==> src/exchange_pkg.sv <==
// package for the fixed slot position exchange block
// assumes one 40 MHz clock and a master that drives slot words on the same clock
package exchange_pkg;
  localparam int unsigned WORD_W = 16;
  localparam int unsigned POS_W = 32;
  localparam int unsigned SLOT_WORDS = 4;
  localparam int unsigned AXES = 2;
  localparam int unsigned IDX_DET_LO = 0;
  localparam int unsigned IDX_DET_HI = 1;
  localparam int unsigned IDX_POS_LO = 2;
  localparam int unsigned IDX_POS_HI = 3;
  localparam logic [31:0] POS_RESET = 32'h0000_0000;
  localparam int unsigned CLK_HZ = 40_000_000;
  localparam int unsigned STEP_RATE_HZ = 1_000_000;
  localparam int unsigned STEP_CYCLES = CLK_HZ / STEP_RATE_HZ;

  typedef enum logic [1:0] {
    MOVE_IDLE = 2'b00,
    MOVE_RUN = 2'b01,
    MOVE_DONE = 2'b10
  } move_state_t;

  typedef struct packed {
    logic read_req;
    logic write_req;
    logic start;
  } axis_ctrl_t;

  typedef struct packed {
    logic read_active_flag;
    logic write_active_flag;
    logic busy;
  } axis_resp_t;
endpackage

==> src/axis_mover.sv <==
// single axis position generator: steps detected position toward a target
// assumes start is already synchronised to sys_clk_i
`timescale 1ns/1ps
module axis_mover #(
  parameter int unsigned POS_W = exchange_pkg::POS_W,
  parameter int unsigned STEP_CYCLES = exchange_pkg::STEP_CYCLES
)(
  input wire logic sys_clk_i,
  input wire logic rstn_i,
  input wire logic ce_i,
  input wire logic start_i,
  input wire logic [POS_W-1:0] target_i,
  output logic [POS_W-1:0] position_o,
  output logic busy_o
);
  if (STEP_CYCLES < 1 || POS_W < 2)
  begin : g_bad_params
    $error("axis_mover: bad parameters");
  end

  exchange_pkg::move_state_t state;
  logic [POS_W-1:0] target;
  logic [31:0] tick;
  logic start_q;

  // **********
  // move sequence
  // **********
  always_ff @(posedge sys_clk_i or negedge rstn_i)
  begin
    if (!rstn_i)
    begin
      state <= exchange_pkg::MOVE_IDLE;
      target <= '0;
      start_q <= 1'b0;
      tick <= '0;
      position_o <= '0;
      busy_o <= 1'b0;
    end
    else if (ce_i)
    begin
      start_q <= start_i;
      case (state)
        exchange_pkg::MOVE_IDLE, exchange_pkg::MOVE_DONE:
        begin
          busy_o <= 1'b0;
          if (start_i && !start_q)
          begin
            target <= target_i;
            tick <= '0;
            state <= exchange_pkg::MOVE_RUN;
            busy_o <= 1'b1;
          end
        end
        exchange_pkg::MOVE_RUN:
        begin
          // move carries on regardless of start level
          if (position_o == target)
          begin
            state <= exchange_pkg::MOVE_DONE;
            busy_o <= 1'b0;
          end
          else if (tick == 32'(STEP_CYCLES - 1))
          begin
            tick <= '0;
            if ($signed(target - position_o) > 0)
              position_o <= position_o + 1'b1;
            else
              position_o <= position_o - 1'b1;
          end
          else
            tick <= tick + 32'd1;
        end
        default:
          state <= exchange_pkg::MOVE_IDLE;
      endcase
    end
  end
endmodule

==> src/fixed_slot_position_exchange.sv <==
// fixed four-word slot exchange for two axes with read and write handshakes
// assumes master words and request bits are on sys_clk_i; bits are synchronised anyway
// Behaviour
// - each axis read slot carries detected position and stored entry zero
// - read-active flag follows the read request, three cycles after it changes
// - with the synchronised read request set (one cycle before read-active), detected position and entry zero fill the read slot
// - read slot refreshes every cycle while read request is held
// - entry zero reads as zero until first write
// - write-active flag follows the write request, three cycles after it changes
// - a new entry zero shows in the read slot the cycle after it is stored
// - entry zero rewritten every cycle while write request held
// - move continues to target after start is released
// - detected position equals target when move completes
`timescale 1ns/1ps
module fixed_slot_position_exchange #(
  parameter int unsigned AXES = exchange_pkg::AXES,
  parameter int unsigned STEP_CYCLES = exchange_pkg::STEP_CYCLES
)(
  input wire logic sys_clk_i,
  input wire logic rstn_i,
  input wire logic ce_i,
  input wire exchange_pkg::axis_ctrl_t [AXES-1:0] ctrl_i,
  input wire logic [AXES-1:0][exchange_pkg::SLOT_WORDS-1:0][exchange_pkg::WORD_W-1:0]
    write_word_slot_i,
  output logic [AXES-1:0][exchange_pkg::SLOT_WORDS-1:0][exchange_pkg::WORD_W-1:0]
    read_word_slot_o,
  output exchange_pkg::axis_resp_t [AXES-1:0] resp_o
);
  if (AXES < 1 || AXES > 16)
  begin : g_bad_axes
    $error("fixed_slot_position_exchange: bad AXES");
  end
  if (STEP_CYCLES < 1)
  begin : g_bad_step
    $error("fixed_slot_position_exchange: bad STEP_CYCLES");
  end

  function automatic logic [exchange_pkg::POS_W-1:0] join_words(
    input logic [exchange_pkg::WORD_W-1:0] lo,
    input logic [exchange_pkg::WORD_W-1:0] hi
  );
    join_words = {hi, lo};
  endfunction

  function automatic logic [exchange_pkg::WORD_W-1:0] lo_half(
    input logic [exchange_pkg::POS_W-1:0] value
  );
    lo_half = value[exchange_pkg::WORD_W-1:0];
  endfunction

  function automatic logic [exchange_pkg::WORD_W-1:0] hi_half(
    input logic [exchange_pkg::POS_W-1:0] value
  );
    hi_half = value[exchange_pkg::POS_W-1:exchange_pkg::WORD_W];
  endfunction

  genvar g;
  generate
    for (g = 0; g < AXES; g++)
    begin : axis
      // **********
      // request synchronisers
      // **********
      exchange_pkg::axis_ctrl_t meta;
      exchange_pkg::axis_ctrl_t sync;
      logic [exchange_pkg::POS_W-1:0] entry_zero;
      logic [exchange_pkg::POS_W-1:0] detected;
      logic moving;

      always_ff @(posedge sys_clk_i or negedge rstn_i)
      begin
        if (!rstn_i)
        begin
          meta <= '0;
          sync <= '0;
        end
        else if (ce_i)
        begin
          meta <= ctrl_i[g];
          sync <= meta;
        end
      end

      // **********
      // stored entry zero
      // **********
      always_ff @(posedge sys_clk_i or negedge rstn_i)
      begin
        if (!rstn_i)
          entry_zero <= exchange_pkg::POS_RESET;
        else if (ce_i && sync.write_req)
          // continuous rewrite from lower and upper words
          entry_zero <= join_words(write_word_slot_i[g][exchange_pkg::IDX_POS_LO],
                                   write_word_slot_i[g][exchange_pkg::IDX_POS_HI]);
      end

      axis_mover #(
        .POS_W(exchange_pkg::POS_W),
        .STEP_CYCLES(STEP_CYCLES)
      ) u_mover (
        .sys_clk_i(sys_clk_i),
        .rstn_i(rstn_i),
        .ce_i(ce_i),
        .start_i(sync.start),
        .target_i(entry_zero),
        .position_o(detected),
        .busy_o(moving)
      );

      // **********
      // response flags
      // **********
      always_ff @(posedge sys_clk_i or negedge rstn_i)
      begin
        if (!rstn_i)
          resp_o[g] <= '0;
        else if (ce_i)
        begin
          resp_o[g].read_active_flag <= sync.read_req;
          resp_o[g].write_active_flag <= sync.write_req;
          resp_o[g].busy <= moving;
        end
      end

      // **********
      // read slot
      // **********
      always_ff @(posedge sys_clk_i or negedge rstn_i)
      begin
        if (!rstn_i)
          read_word_slot_o[g] <= '0;
        else if (ce_i && sync.read_req)
        begin
          // refresh every cycle while requested
          read_word_slot_o[g][exchange_pkg::IDX_DET_LO] <= lo_half(detected);
          read_word_slot_o[g][exchange_pkg::IDX_DET_HI] <= hi_half(detected);
          // new value visible the cycle after it is stored
          read_word_slot_o[g][exchange_pkg::IDX_POS_LO] <= lo_half(entry_zero);
          read_word_slot_o[g][exchange_pkg::IDX_POS_HI] <= hi_half(entry_zero);
        end
      end
    end
  endgenerate
endmodule

==> config.mk <==
export PLATFORM = sky130hd
export DESIGN_NAME = fixed_slot_position_exchange
export DESIGN_NICKNAME = d
export VERILOG_FILES = /design/src/exchange_pkg.sv /design/src/axis_mover.sv /design/src/fixed_slot_position_exchange.sv
export SDC_FILE = /design/constraint.sdc
export NUM_CORES = 1
export LEC_CHECK = 0
export ABC_AREA = 1
export BUFFER_PORTS_ARGS = -buffer_cell sky130_fd_sc_hd__buf_2
export CAP_MARGIN = 20
export CORE_AREA = 3 3 201 203
export DETAILED_ROUTE_END_ITERATION = 8
export DIE_AREA = 0 0 204 206
export GPL_TIMING_DRIVEN = 0
export HOLD_SLACK_MARGIN = 0.05
export PLACE_DENSITY = 0.86
export RECOVER_POWER = 50
export SYNTH_ARGS = -nofsm -noshare
export SYNTH_HDL_FRONTEND = slang
export SYNTH_SLANG_ARGS = --single-unit
==> constraint.sdc <==
create_clock -name sys_clk_i -period 9.2 [get_ports sys_clk_i]
set_clock_uncertainty 0.15 [all_clocks]
set_input_delay 0.92 -clock sys_clk_i [delete_from_list [all_inputs] [get_ports sys_clk_i]]
set_output_delay 0.92 -clock sys_clk_i [all_outputs]
set_load 0.005 [all_outputs]
==> flow_summary.toml <==
[placed_design]
post-place-ws_ns = 3.73
dp_cells = 4196
io_buffers = 206
place_congestion = 0.972
hpwl_mm = 54.9

[critical_path]
critPathKind = "reg2reg"
slowest_delay_ns = 0.59
r2r-start = "axis[1].u_mover.position_o[0]"
crit_buf_inv = 2
crit_path_max_fanout = 32
end_kind = "flop"
critPathRequiredTime_ns = 9.50
critPathMostFrequentCell = "nand3_1"
r2r_end = "axis[1].u_mover.position_o[30]"
path_delay_family = "simple AND/OR/NAND/NOR gates"
slowest_stage = "nand2_2"
worstRegToRegCells = 29
r2r_setup_slack_ns = 3.53
crit_arrival_ns = 5.97
cp-start-kind = "flop"

[clocking]
cts_resized = 0
cts-root-buf = "clkbuf_16"
clockBufferDepth = 3
clkSinkCount = 410
clk_latency_ns = 0.58
clk_pin_slew_ns = 0.06
cts_inserted_buffers = 43
cts_max_level = 2
post_cts_buffers = 0
cts_hold_buffers = 0
cts_tree = "done"

[sta]
finalCriticalPeriod_ns = 5.67
rsz0062_at_grt = "no"
setup_viol = 0
fin_ws_ns = 3.53
timing.fmax_ghz = 0.176
worst_pin_slew_ns = 4.56
min_period_over_period_pct = 61.6
hold_violations = 0
max-slew-margin-rel_pct = -204
slew_viol_final = 179

[global_route]
grt_max_degree = 121
grt_overflow_total = 0
grt_use_total_pct = 34.6
antenna_found_initial = 1
top_usage_layer = "met2"
grt_pass1_wl_mm = 117
grt_pass1_vias = 22916
use_met1_pct = 44.6
use_met2_pct = 57.2
grtUsageMet3_pct = 5.56

[yosys]
synth-edff-count = 0
synth.cell_area_sq_um = 25200
synthesis.nets = 3736
avgSynthCellArea_sq_um = 7.25
synthFlopType = "dfrtp_1"
synth_cells = 3469
synth_cell_type_count = 65
yosysMostFrequentCell = "nand2_1"
yosys-top-cells-count = "nand2_1, inv_1, dfrtp_1"
async_flop_share_pct = 100
synth_top_area_cell = "dfrtp_1"
synth_top_area_share_pct = 40.8
seq_area_frac_synth_pct = 40.8
ys_ff_latch = 410
synth_area_leaders = "dfrtp_1, nand2_1, inv_1, ha_1, o21ai_0"
yosys_warnings = 0

[routing]
wirelength_mm = 72.4
drc = 0
via_per_inst = 5.58
wl_per_cell_um = 16.9
vias = 23833
ant_nets = 0
drt_first_pass_iters = 6
drt-initial-drc-count = 1752

[die]
pin_count = 271
placement_rows = 72
die_x_um = 204
core_area_sq_um = 38600
initial_utilization_pct = 65.1
dieHeight_um = 206
die_area_sq_um = 42000

[power]
vdd_drop_max_mv = 0.176
finalPower_w = 0.00474
p_leak_nw = 14.8
power.density_nw_per_um2 = 168

[run_status]
status = "finished with violations"
violations = "capacitance limit, slew limit"

[layout]
area_growth_pct = 12.4
final_cells = 4271
drive_above_1_share_pct = 10.0
nets = 3990

[worst_hold_path]
min_path_type = "in2async"

[run]
drv_cap = 2
## layout make-up
type	count	area [sq um]
diodes	1	2.50
plain buffers	78	352
clock buffers	58	1230
clock inverters	16	206
fillers	3088	10400
inverters	534	2010
multi-input cells	2447	12500
flip-flops and latches	410	10300
well taps	518	648
repair buffers	209	1040
## layout by cell type (no fill, tap or decap), drive strengths merged, types with 14 or more instances in the layout
| cell type | instances |
|---|---|
| a21oi | 210 |
| and2 | 14 |
| buf | 191 |
| clkbuf | 154 |
| dfrtp | 410 |
| ha | 126 |
| inv | 535 |
| nand2 | 1011 |
| nand3 | 127 |
| nand4 | 66 |
| nor2 | 332 |
| nor3 | 50 |
| nor4 | 29 |
| o21ai | 307 |
| or2 | 15 |
| xnor2 | 23 |
| xor2 | 47 |
## per-stage QoR
step                cell area, sq um  hold slack, ns  utilization, %  TNS, ns
floorplan                      25200           0.292               -        0
global placement               26800           0.304            69.4  -340.51
detailed placement             26900           0.307            69.7        0
CTS                            28400           0.310            73.4        0
global route                   28300           0.336            73.2        0
finish                         28300           0.270            73.2        0
## where the power goes
part           total (W)  switching (W)  internal, W
Clock            0.00179       0.000759      0.00103
Combinational   0.000729       0.000472     0.000257
Sequential       0.00222       0.000160      0.00206
Total            0.00474        0.00139      0.00335
## per-layer routing
| metal | wire length [um] | share of wire [%] |
|---|---|---|
| met5 | 13 | 0.018 |
| met4 | 4100 | 5.7 |
| met3 | 4720 | 6.5 |
| met2 | 33200 | 46 |
| met1 | 30300 | 42 |
## state kept, by name (all words and copies together) (netlist names)
name / count
axis.u_mover.state: 4
axis.u_mover.busy_o: 2
axis.u_mover.position_o: 64
axis.u_mover.start_q: 2
axis.meta: 6
axis.u_mover.tick: 64
resp_o: 6
axis.sync: 6
axis.entry_zero: 64
axis.u_mover.target: 64
read_word_slot_o: 128
## kinds of logic after synthesis
kind of cell	count (synthesis)	synth area share, %
buffers and inverters	612	9.38
AND/OR/NAND/NOR	1659	28.3
flip-flops	410	40.8
XOR/XNOR	70	2.44
AO/OA/AOI/OAI	588	12.5
adder cells (fa/ha/maj)	130	6.59
## how the worst max path moves through the flow
stage,startpoint,endpoint,slack (ns),cells after the start
after floorplan,axis[1].u_mover.position_o[0],axis[1].u_mover.position_o[30],4.82,29
after global placement,rstn_i,axis[0].u_mover.tick[13],-0.89,1
after detailed placement,axis[1].u_mover.position_o[0],axis[1].u_mover.position_o[30],3.73,29
after CTS,axis[1].u_mover.position_o[0],axis[1].u_mover.position_o[30],3.66,29
after global routing,rstn_i,axis[1].entry_zero[20],2.73,2
final,axis[1].u_mover.position_o[0],axis[1].u_mover.position_o[30],3.53,29
Note: power is estimated with default switching activity, not from simulation.
